**src/pss_defs.vh**
```
// constants for the port shutdown supervisor: offsets, fields, resets, timing
`ifndef PSS_DEFS_VH
`define PSS_DEFS_VH

// register offsets
`define PSS_A_PRIO_FLAGS  8'h15
`define PSS_A_GEN_MASK    8'h17
`define PSS_A_PWR_EN_ALT  8'h19
`define PSS_A_SOFT_RST    8'h1a
`define PSS_A_STD_ON      8'h23
`define PSS_A_MAP_SEL     8'h26
`define PSS_A_LVL_LO      8'h27
`define PSS_A_LVL_HI      8'h28
`define PSS_A_WDOG        8'h30
`define PSS_A_ON_TIM_AUX  8'h40

// field positions
`define PSS_B_MULTI_LVL   7
`define PSS_B_WDOG_FLAG   0
`define PSS_F_WDOG_DIS    4:1

// reset values
`define PSS_R_MAP_SEL     8'he4
`define PSS_R_WDOG_DIS    4'hb
`define PSS_R_BYTE        8'h00

// timing in their own units
`define PSS_CLK_NS        8
`define PSS_TICK_NS       1000000
`define PSS_COOL_MS       1000
`define PSS_WDOG_MS       2000
`define PSS_DGL_NS        3000
`define PSS_BIT_NS        25000

`endif

```
**src/pss_port_supervisor.v**
```verilog
// port supervisor: restart, cool-down, turn-on gating, remap, shutdown, watchdog
`timescale 1ns/1ps
`default_nettype none
`include "pss_defs.vh"

module pss_port_supervisor #(
  parameter integer NPORT     = 8,
  parameter integer TICK_CYC  = `PSS_TICK_NS / `PSS_CLK_NS,
  parameter integer COOL_TICK = `PSS_COOL_MS,
  parameter integer WDOG_TICK = `PSS_WDOG_MS
) (
  // clock, reset, enable
  input  wire             i_ref_clk,
  input  wire             i_srst,
  input  wire             i_clk_en,
  // register access from the serial interface
  input  wire             i_reg_wr,
  input  wire             i_reg_rd,
  input  wire [7:0]       i_reg_addr,
  input  wire [7:0]       i_reg_wdata,
  output reg  [7:0]       o_reg_rdata,
  // pins
  input  wire             i_fast_shutdown_input,
  input  wire             i_scl,
  // per logical port status from the port engine
  input  wire [NPORT-1:0] i_port_fault,
  input  wire [NPORT-1:0] i_port_disconnect,
  input  wire [NPORT-1:0] i_port_off_cmd,
  input  wire [NPORT-1:0] i_port_off_mode,
  input  wire [NPORT-1:0] i_detect_request,
  input  wire [NPORT-1:0] i_det_valid,
  input  wire [NPORT-1:0] i_class_bad,
  input  wire [NPORT-1:0] i_power_good,
  input  wire [NPORT-1:0] i_extended_power_curve_select,
  // per physical port controls
  output reg  [NPORT-1:0] o_port_power_on,
  output reg  [NPORT-1:0] o_curve_2x,
  output reg  [NPORT-1:0] o_detect_enable,
  // serial interface reset pulse
  output reg              o_serial_if_reset
);

  reg [7:0]       prio_flags_q;
  reg [7:0]       gen_mask_q;
  reg [7:0]       pwr_en_alt_q;
  reg [7:0]       map_sel_q;
  reg [7:0]       lvl_lo_q;
  reg [7:0]       lvl_hi_q;
  reg [7:0]       on_tim_aux_q;
  reg [3:0]       wdog_dis_q;
  reg             watchdog_expired_flag_q;
  reg [NPORT-1:0] power_q;
  reg [NPORT-1:0] cooling_q;
  reg [NPORT-1:0] det_allow_q;
  reg [NPORT-1:0] kill_q;
  reg [1:0]       oss_sync_q;
  reg [1:0]       scl_sync_q;
  reg             scl_last_q;
  reg [19:0]      tick_cnt_q;
  reg             tick_q;
  reg [11:0]      wdog_cnt_q;
  reg             wdog_fire_q;
  reg [NPORT-1:0] phys_power_d;
  reg [NPORT-1:0] phys_curve_d;
  reg [NPORT-1:0] phys_det_d;
  reg [NPORT-1:0] kill_d;
  reg [7:0]       rdata_d;
  integer         l;
  integer         k;

  wire            wr_soft_rst  = i_reg_wr && (i_reg_addr == `PSS_A_SOFT_RST);
  wire            wr_std_on    = i_reg_wr && (i_reg_addr == `PSS_A_STD_ON);
  wire            wr_alt_on    = i_reg_wr && (i_reg_addr == `PSS_A_PWR_EN_ALT);
  wire            multi_mode   = gen_mask_q[`PSS_B_MULTI_LVL];
  wire            wdog_enabled = (wdog_dis_q != `PSS_R_WDOG_DIS);
  wire            scl_edge     = scl_sync_q[1] ^ scl_last_q;
  wire            oss_level;
  wire            code_valid;
  wire [2:0]      code;
  wire [15:0]     lvl_all      = {lvl_hi_q, lvl_lo_q};
  wire [1:0]      m0           = i_reg_wdata[1:0];
  wire [1:0]      m1           = i_reg_wdata[3:2];
  wire [1:0]      m2           = i_reg_wdata[5:4];
  wire [1:0]      m3           = i_reg_wdata[7:6];
  wire            map_unique   = (m0 != m1) && (m0 != m2) && (m0 != m3) &&
                                 (m1 != m2) && (m1 != m3) && (m2 != m3);

  // pins pass two flip-flops before anything reads them
  always @(posedge i_ref_clk) begin
    if (i_srst) begin
      oss_sync_q <= 2'h0;
      scl_sync_q <= 2'h0;
      scl_last_q <= 1'b0;
    end else if (i_clk_en) begin
      oss_sync_q <= {oss_sync_q[0], i_fast_shutdown_input};
      scl_sync_q <= {scl_sync_q[0], i_scl};
      scl_last_q <= scl_sync_q[1];
    end
  end

  // deglitch and three-bit code receiver
  pss_shutdown_rx u_rx (
    .i_ref_clk    (i_ref_clk),
    .i_srst       (i_srst),
    .i_clk_en     (i_clk_en),
    .i_line       (oss_sync_q[1]),
    .i_multi_mode (multi_mode),
    .o_level      (oss_level),
    .o_code_valid (code_valid),
    .o_code       (code)
  );

  // millisecond tick shared by cool-down and watchdog
  always @(posedge i_ref_clk) begin
    if (i_srst) begin
      tick_cnt_q <= 20'h00000;
      tick_q     <= 1'b0;
    end else if (i_clk_en) begin
      tick_q <= (tick_cnt_q == TICK_CYC[19:0] - 20'h00001);
      if (tick_cnt_q == TICK_CYC[19:0] - 20'h00001) begin
        tick_cnt_q <= 20'h00000;
      end else begin
        tick_cnt_q <= tick_cnt_q + 20'h00001;
      end
    end
  end

  // watchdog counts ticks since the last serial clock edge
  always @(posedge i_ref_clk) begin
    if (i_srst) begin
      wdog_cnt_q  <= 12'h000;
      wdog_fire_q <= 1'b0;
    end else if (i_clk_en) begin
      wdog_fire_q <= 1'b0;
      if (scl_edge) begin
        wdog_cnt_q <= 12'h000;
      end else if (tick_q && (wdog_cnt_q != WDOG_TICK[11:0])) begin
        wdog_cnt_q  <= wdog_cnt_q + 12'h001;
        wdog_fire_q <= (wdog_cnt_q == WDOG_TICK[11:0] - 12'h001);
      end
    end
  end

  // ports to be shut down by the fast shutdown input
  always @* begin
    kill_d = {NPORT{1'b0}};
    for (l = 0; l < NPORT; l = l + 1) begin
      if (!multi_mode) begin
        kill_d[l] = oss_level && prio_flags_q[l];
      end else begin
        kill_d[l] = code_valid && (code <= lvl_all[(l%4)*4 +: 3]);
      end
    end
  end

  // configuration registers
  always @(posedge i_ref_clk) begin
    if (i_srst) begin
      map_sel_q               <= `PSS_R_MAP_SEL;
      prio_flags_q            <= `PSS_R_BYTE;
      gen_mask_q              <= `PSS_R_BYTE;
      pwr_en_alt_q            <= `PSS_R_BYTE;
      lvl_lo_q                <= `PSS_R_BYTE;
      lvl_hi_q                <= `PSS_R_BYTE;
      on_tim_aux_q            <= `PSS_R_BYTE;
      wdog_dis_q              <= `PSS_R_WDOG_DIS;
      watchdog_expired_flag_q <= 1'b0;
    end else if (i_clk_en) begin
      if (wr_soft_rst) begin
        // soft reset clears settings but keeps the port map and the watchdog register
        prio_flags_q <= `PSS_R_BYTE;
        gen_mask_q   <= `PSS_R_BYTE;
        pwr_en_alt_q <= `PSS_R_BYTE;
        lvl_lo_q     <= `PSS_R_BYTE;
        lvl_hi_q     <= `PSS_R_BYTE;
        on_tim_aux_q <= `PSS_R_BYTE;
      end else if (i_reg_wr) begin
        case (i_reg_addr)
          `PSS_A_PRIO_FLAGS: prio_flags_q <= i_reg_wdata;
          `PSS_A_GEN_MASK:   gen_mask_q   <= i_reg_wdata;
          `PSS_A_PWR_EN_ALT: pwr_en_alt_q <= i_reg_wdata;
          `PSS_A_LVL_LO:     lvl_lo_q     <= i_reg_wdata;
          `PSS_A_LVL_HI:     lvl_hi_q     <= i_reg_wdata;
          `PSS_A_ON_TIM_AUX: on_tim_aux_q <= i_reg_wdata;
          `PSS_A_WDOG:       wdog_dis_q   <= i_reg_wdata[`PSS_F_WDOG_DIS];
          `PSS_A_MAP_SEL: begin
            if ((&i_port_off_mode) && map_unique) begin
              map_sel_q <= i_reg_wdata;
            end
          end
          default: begin
          end
        endcase
      end
      // flag set wins over a written zero
      if (wdog_fire_q) begin
        watchdog_expired_flag_q <= 1'b1;
      end else if (i_reg_wr && (i_reg_addr == `PSS_A_WDOG) &&
                   !i_reg_wdata[`PSS_B_WDOG_FLAG]) begin
        watchdog_expired_flag_q <= 1'b0;
      end
    end
  end

  // per logical port power, cool-down and detection permission
  genvar g;
  generate
    for (g = 0; g < NPORT; g = g + 1) begin : g_port
      reg [10:0] cool_cnt_q;
      wire       on_req = (wr_std_on && i_reg_wdata[g]) ||
                          (wr_alt_on && i_reg_wdata[g] && on_tim_aux_q[g]);
      always @(posedge i_ref_clk) begin
        if (i_srst) begin
          power_q[g]     <= 1'b0;
          cooling_q[g]   <= 1'b0;
          det_allow_q[g] <= 1'b0;
          kill_q[g]      <= 1'b0;
          cool_cnt_q     <= 11'h000;
        end else if (i_clk_en) begin
          kill_q[g] <= kill_d[g];
          if (wr_soft_rst || (wdog_fire_q && wdog_enabled)) begin
            power_q[g]     <= 1'b0;
            cooling_q[g]   <= 1'b0;
            det_allow_q[g] <= 1'b0;
          end else if (i_port_fault[g]) begin
            power_q[g]     <= 1'b0;
            cooling_q[g]   <= 1'b1;
            det_allow_q[g] <= 1'b0;
            cool_cnt_q     <= 11'h000;
          end else if (i_port_disconnect[g] || i_port_off_cmd[g] || kill_q[g]) begin
            power_q[g]     <= 1'b0;
            det_allow_q[g] <= 1'b0;
          end else if (cooling_q[g]) begin
            if (tick_q) begin
              cool_cnt_q <= cool_cnt_q + 11'h001;
            end
            if (cool_cnt_q == COOL_TICK[10:0]) begin
              cooling_q[g]   <= 1'b0;
              det_allow_q[g] <= 1'b1;
            end
          end else begin
            if (i_detect_request[g]) begin
              det_allow_q[g] <= 1'b1;
            end
            if (on_req && i_det_valid[g] && !i_class_bad[g]) begin
              power_q[g] <= 1'b1;
            end
          end
        end
      end
    end
  endgenerate

  // logical to physical routing within each group of four
  always @* begin
    phys_power_d = {NPORT{1'b0}};
    phys_curve_d = {NPORT{1'b0}};
    phys_det_d   = {NPORT{1'b0}};
    for (k = 0; k < NPORT; k = k + 1) begin
      phys_power_d[(k/4)*4 + map_sel_q[(k%4)*2 +: 2]] = power_q[k];
      phys_curve_d[(k/4)*4 + map_sel_q[(k%4)*2 +: 2]] =
        power_q[k] && i_power_good[k] && i_extended_power_curve_select[k];
      phys_det_d[(k/4)*4 + map_sel_q[(k%4)*2 +: 2]]   = det_allow_q[k];
    end
  end

  // read data selection
  always @* begin
    case (i_reg_addr)
      `PSS_A_PRIO_FLAGS: rdata_d = prio_flags_q;
      `PSS_A_GEN_MASK:   rdata_d = gen_mask_q;
      `PSS_A_PWR_EN_ALT: rdata_d = pwr_en_alt_q;
      `PSS_A_STD_ON:     rdata_d = power_q[7:0];
      `PSS_A_MAP_SEL:    rdata_d = map_sel_q;
      `PSS_A_LVL_LO:     rdata_d = lvl_lo_q;
      `PSS_A_LVL_HI:     rdata_d = lvl_hi_q;
      `PSS_A_ON_TIM_AUX: rdata_d = on_tim_aux_q;
      `PSS_A_WDOG:       rdata_d = {3'h0, wdog_dis_q, watchdog_expired_flag_q};
      default:           rdata_d = 8'h00;
    endcase
  end

  // registered outputs
  always @(posedge i_ref_clk) begin
    if (i_srst) begin
      o_reg_rdata       <= 8'h00;
      o_port_power_on   <= {NPORT{1'b0}};
      o_curve_2x        <= {NPORT{1'b0}};
      o_detect_enable   <= {NPORT{1'b0}};
      o_serial_if_reset <= 1'b0;
    end else if (i_clk_en) begin
      if (i_reg_rd) begin
        o_reg_rdata <= rdata_d;
      end
      o_port_power_on   <= phys_power_d;
      o_curve_2x        <= phys_curve_d;
      o_detect_enable   <= phys_det_d;
      o_serial_if_reset <= wdog_fire_q && wdog_enabled;
    end
  end

endmodule
`default_nettype wire

```
**src/pss_shutdown_rx.v**
```verilog
// fast shutdown input deglitch filter and three-bit code receiver
`timescale 1ns/1ps
`default_nettype none
`include "pss_defs.vh"

module pss_shutdown_rx #(
  parameter integer DGL_CYC = `PSS_DGL_NS / `PSS_CLK_NS,
  parameter integer BIT_CYC = `PSS_BIT_NS / `PSS_CLK_NS
) (
  // clock, reset, enable
  input  wire       i_ref_clk,
  input  wire       i_srst,
  input  wire       i_clk_en,
  // synchronised line and mode
  input  wire       i_line,
  input  wire       i_multi_mode,
  // filtered level and received code
  output reg        o_level,
  output reg        o_code_valid,
  output reg  [2:0] o_code
);

  localparam [2:0] ST_IDLE = 3'b001;
  localparam [2:0] ST_BITS = 3'b010;
  localparam [2:0] ST_WAIT = 3'b100;

  reg [15:0] dgl_q;
  reg [15:0] bit_q;
  reg [1:0]  cnt_q;
  reg [2:0]  st_q;

  // deglitch: level follows the line only after it held steady
  always @(posedge i_ref_clk) begin
    if (i_srst) begin
      dgl_q   <= 16'h0000;
      o_level <= 1'b0;
    end else if (i_clk_en) begin
      if (i_line == o_level) begin
        dgl_q <= 16'h0000;
      end else if (dgl_q >= DGL_CYC[15:0]) begin
        o_level <= i_line;
        dgl_q   <= 16'h0000;
      end else begin
        dgl_q <= dgl_q + 16'h0001;
      end
    end
  end

  // frame: start bit, then three code bits msb first, sampled mid-bit
  always @(posedge i_ref_clk) begin
    if (i_srst) begin
      st_q         <= ST_IDLE;
      bit_q        <= 16'h0000;
      cnt_q        <= 2'h0;
      o_code       <= 3'h0;
      o_code_valid <= 1'b0;
    end else if (i_clk_en) begin
      o_code_valid <= 1'b0;
      case (st_q)
        ST_IDLE: begin
          bit_q <= 16'h0000;
          cnt_q <= 2'h0;
          if (i_multi_mode && o_level) begin
            st_q <= ST_BITS;
          end
        end
        ST_BITS: begin
          bit_q <= bit_q + 16'h0001;
          if (!i_multi_mode) begin
            st_q <= ST_IDLE;
          end else if (bit_q == BIT_CYC[15:0] + BIT_CYC[15:0] / 16'h0002) begin
            o_code <= {o_code[1:0], o_level};
            bit_q  <= BIT_CYC[15:0] / 16'h0002;
            cnt_q  <= cnt_q + 2'h1;
            if (cnt_q == 2'h2) begin
              o_code_valid <= 1'b1;
              st_q         <= ST_WAIT;
            end
          end
        end
        ST_WAIT: begin
          if (!o_level || !i_multi_mode) begin
            st_q <= ST_IDLE;
          end
        end
        default: begin
          st_q <= ST_IDLE;
        end
      endcase
    end
  end

endmodule
`default_nettype wire

```
**config.mk**
```make
export PLATFORM = sky130hd
export DESIGN_NAME = pss_port_supervisor
export DESIGN_NICKNAME = d
export VERILOG_FILES = /design/src/pss_port_supervisor.v /design/src/pss_shutdown_rx.v
export VERILOG_INCLUDE_DIRS = /design/src
export SDC_FILE = /design/constraint.sdc
export NUM_CORES = 1
export LEC_CHECK = 0
export BUFFER_PORTS_ARGS = -buffer_cell sky130_fd_sc_hd__buf_2
export CORE_UTILIZATION = 45
export DETAILED_ROUTE_END_ITERATION = 10
export PLACE_DENSITY = 0.75
export SYNTH_ARGS = -nofsm -noshare
export SYNTH_HDL_FRONTEND = slang
export SYNTH_SLANG_ARGS = --single-unit
```
**constraint.sdc**
```tcl
create_clock -name i_ref_clk -period 2.3 [get_ports i_ref_clk]
set_clock_uncertainty 0.05 [all_clocks]
set_input_delay 0.115 -clock i_ref_clk [delete_from_list [all_inputs] [get_ports i_ref_clk]]
set_output_delay 0.115 -clock i_ref_clk [all_outputs]
set_load 0.01 [all_outputs]
```
==> metrics.cfg <==
[critical_path]
crit_slowest_cell = or4_1
cp-end-kind = register
max_stage_delay_ns = 0.54
r2r_cells = 6
crit_family = simple AND/OR/NAND/NOR gates
critPathKind = reg2reg
crit_buf_inv = 1
cp-start-kind = register
worst-path-stages = 6
critPathMaxFanout = 26
worst_ep_required_time_ns = 2.69
path_cells = nand4b_1 -> a21oi_2 -> buf_12 -> nand3_1 -> or4_1 -> a21oi_1
arrival_ns = 2.59

[placement]
dp_slack_ns = 0.0556
hpwl_microns = 34000
portBuffers = 127
gp_congestion = 0.974
placed_cells = 2413

[timing]
setup_slack_ns = 0.0986
drv_slew = 0
setup-violations-final = 0
finalHoldViolCount = 0
period_needed_ns = 2.20
rsz0062_at_grt = false
timing.hold.ws_ns = 0.00660
fmax_mhz = 454
timing.final.crit_share = 0.957
slew_headroom = 0.460
worstMarginPinSlew_ns = 0.799

[clock_network]
clk_latency_ns = 0.52
cts_tree = yes
cts_max_level = 2
cts.sinks = 295
cts_buffers = 34
cts.clk_slew.worst_paths_ns = 0.06
root_buffer = clkbuf_16
cts_buffer_depth = 3

[pwr]
finalPower_w = 0.0118
p_per_area_nw_per_um2 = 647
ir_drop_uv = 719
p_leak_nw = 6.79

[floorplan]
die_x_microns = 187
io_pins = 128
dieArea_sq_um = 35100
std_cell_rows = 67
initial_core_util = 0.459
dieHeight_microns = 187
coreArea_sq_um = 33700

[drt]
drt_iter0_markers = 1337
drc = 0
wl_met3_microns = 3860
wl_per_cell_microns = 19.0
ant_nets = 0
routed_wl_microns = 47700
vias_per_cell = 6.08
firstDrtPassIters = 6
highest_layer = met5
routed-wl-met2_microns = 22000
vias = 15300
m1WireLength_microns = 20200

[cells_and_area]
fin_nets = 2166
fin_cells = 2510
final_layout_size_suffix_gt1_frac = 0.142
area_growth_pct = 18.0
diodes = 0

[synth]
yosysTopAreaCellShare = 0.382
synth_area_leaders = dfxtp_1 38%, nor2_1 5.6%, mux2i_1 4.5%, a21oi_1 4.2%, nand3_1 3.6%
syn_avg_cell_area_sq_um = 8.19
syn_nets = 2017
ys_async_sr_fraction = 0
ys_warn_count = 0
seq_area_frac_synth = 0.382
yosysTopAreaCell = dfxtp_1
synth_cell_types = 90
synth-main-ff-cell = dfxtp_1
syn_area_sq_um = 15500
synth_edf_count = 0
ys_ff_latch = 295
syn_inst = 1888

[global_route]
antenna_found_initial = 1
grt-ovfl-total = 0
track_usage = 0.265
grt_pass1_vias = 14500
grt_pass1_wl_microns = 75900
grt_max_degree = 51

[min_path]
hold_path_depth = 4
hp-class = in2reg

[flow_run]
max_cap_viol_count = 0

[run_status]
status = finished clean

## per-layer routing
layer / GRT usage / vias up
li1: - / 7184
met2: 0.436 / 627
met1: 0.350 / 7311
met5: 0 / -
met4: 0.0921 / 2
met3: 0.0430 / 144
## layout by cell type, fill, tap and decap left out, types with 35 or more instances in the layout
cell and count:
a21oi_1 129, nor2_1 230, nand3_1 108, inv_1 50
dlygate4sd3_1 36, nand2_1 131, or3_1 48, nand4_1 55
mux2i_1 70, buf_4 56, nor3_1 44, xor2_1 47
clkbuf_16 35, o21ai_0 85, dfxtp_1 295, buf_2 125
## logic make-up (layout without fill, tap and decap cells)
family          after synthesis  count (layout)  synth area share
fa+ha+maj                    34              34            0.0275
buf+inv                     159             333            0.0415
compound gates              416             416             0.174
xor+xnor                     81              81            0.0459
simple gates                828             828             0.280
flops                       295             295             0.382
mux                          75              75            0.0490
## metrics by stage
stage	util	area (sq um)	TNS, ns
after floorplan	-	15500	0
after global placement	0.495	16700	-0.0472
after detailed placement	0.495	16700	0
after CTS	0.540	18200	0
after global routing	0.541	18200	0
final	0.541	18200	0
## cells in the mapped netlist, types with 10 or more instances
| master | number |
|---|---|
| nor2b_1 | 24 |
| nor4_1 | 29 |
| and3_1 | 27 |
| mux2i_1 | 70 |
| o211ai_1 | 11 |
| or4_1 | 16 |
| a21oi_1 | 129 |
| a311oi_1 | 14 |
| xnor2_1 | 34 |
| ha_1 | 34 |
| nand2_1 | 132 |
| nor2_1 | 230 |
| nand2b_1 | 15 |
| clkbuf_1 | 78 |
| o21ai_0 | 86 |
| inv_1 | 50 |
| o221ai_1 | 13 |
| and4_1 | 10 |
| xor2_1 | 47 |
| and2_1 | 16 |
| buf_2 | 16 |
| o31ai_1 | 13 |
| or3_1 | 48 |
| a21o_1 | 22 |
| nor3_1 | 44 |
| a211oi_1 | 25 |
| dfxtp_1 | 295 |
| nand4_1 | 55 |
| nand3_1 | 112 |
| a31oi_1 | 21 |
## power breakdown
| group | internal (W) | leakage (nW) | total (W) | switching, W |
|---|---|---|---|---|
| combinational | 0.000345 | 3.82 | 0.000915 | 0.000570 |
| clock | 0.00343 | 0.575 | 0.00563 | 0.00219 |
| sequential | 0.00518 | 2.39 | 0.00526 | 0.0000768 |
| total | 0.00896 | 6.79 | 0.0118 | 0.00284 |
## registers in the layout, summed over array words and instances, names as in the netlist, 8 cells and up
| name | flops |
|---|---|
| prio_flags_q | 8 |
| u_rx.bit_q | 16 |
| on_tim_aux_q | 8 |
| o_reg_rdata | 8 |
| kill_q | 8 |
| lvl_lo_q | 8 |
| lvl_hi_q | 8 |
| o_curve_2x | 8 |
| pwr_en_alt_q | 8 |
| power_q | 8 |
| u_rx.dgl_q | 16 |
| o_detect_enable | 8 |
| wdog_cnt_q | 12 |
| o_port_power_on | 8 |
| gen_mask_q | 8 |
| det_allow_q | 8 |
| map_sel_q | 8 |
| tick_cnt_q | 20 |
| g_port.cool_cnt_q | 88 |
| cooling_q | 8 |
## final cells by class
type                       instances  area [sq um]
clock buffer                      50          1020
clock inverter                    11           144
fill                            3120         15500
inverter                          51           191
multi-input combinational       1434          8930
sequential                       295          5910
tap                              448           561
timing repair buffer             221          1480
## final timing paths
check                                            startpoint                                   end  slack (ns)
worst max-delay path             wdog_dis_q[2]$_SDFFE_PP0P_  g_port[2].cool_cnt_q[9]$_SDFFE_PP0P_         0.1
worst max register to register   wdog_dis_q[2]$_SDFFE_PP0P_  g_port[2].cool_cnt_q[9]$_SDFFE_PP0P_         0.1
worst min-delay path                      i_port_off_cmd[3]             cooling_q[3]$_SDFFE_PP0P_       0.007
worst min register to register  u_rx.dgl_q[10]$_SDFFE_PP0P_           u_rx.dgl_q[10]$_SDFFE_PP0P_        0.41
## worst reg2reg max path: cells and delay by family, from the launching register on
kind                   cells  cell delay (ns)
and+or+nand+nor            3             1.13
buffers and inverters      1             0.22
AOI/OAI and AO/OA          2             0.39
DFF                        1             0.34
## repair_timing
| action | CTS | global route |
|---|---|---|
| hold buffers | 36 | 0 |
| buffers inserted | 0 | 0 |
| setup endpoints to repair | 0 | 15 |
| resized for setup | 0 | 7 |
| endpoints found under the hold margin | 48 | 0 |
(Power assumes the default switching activity.)
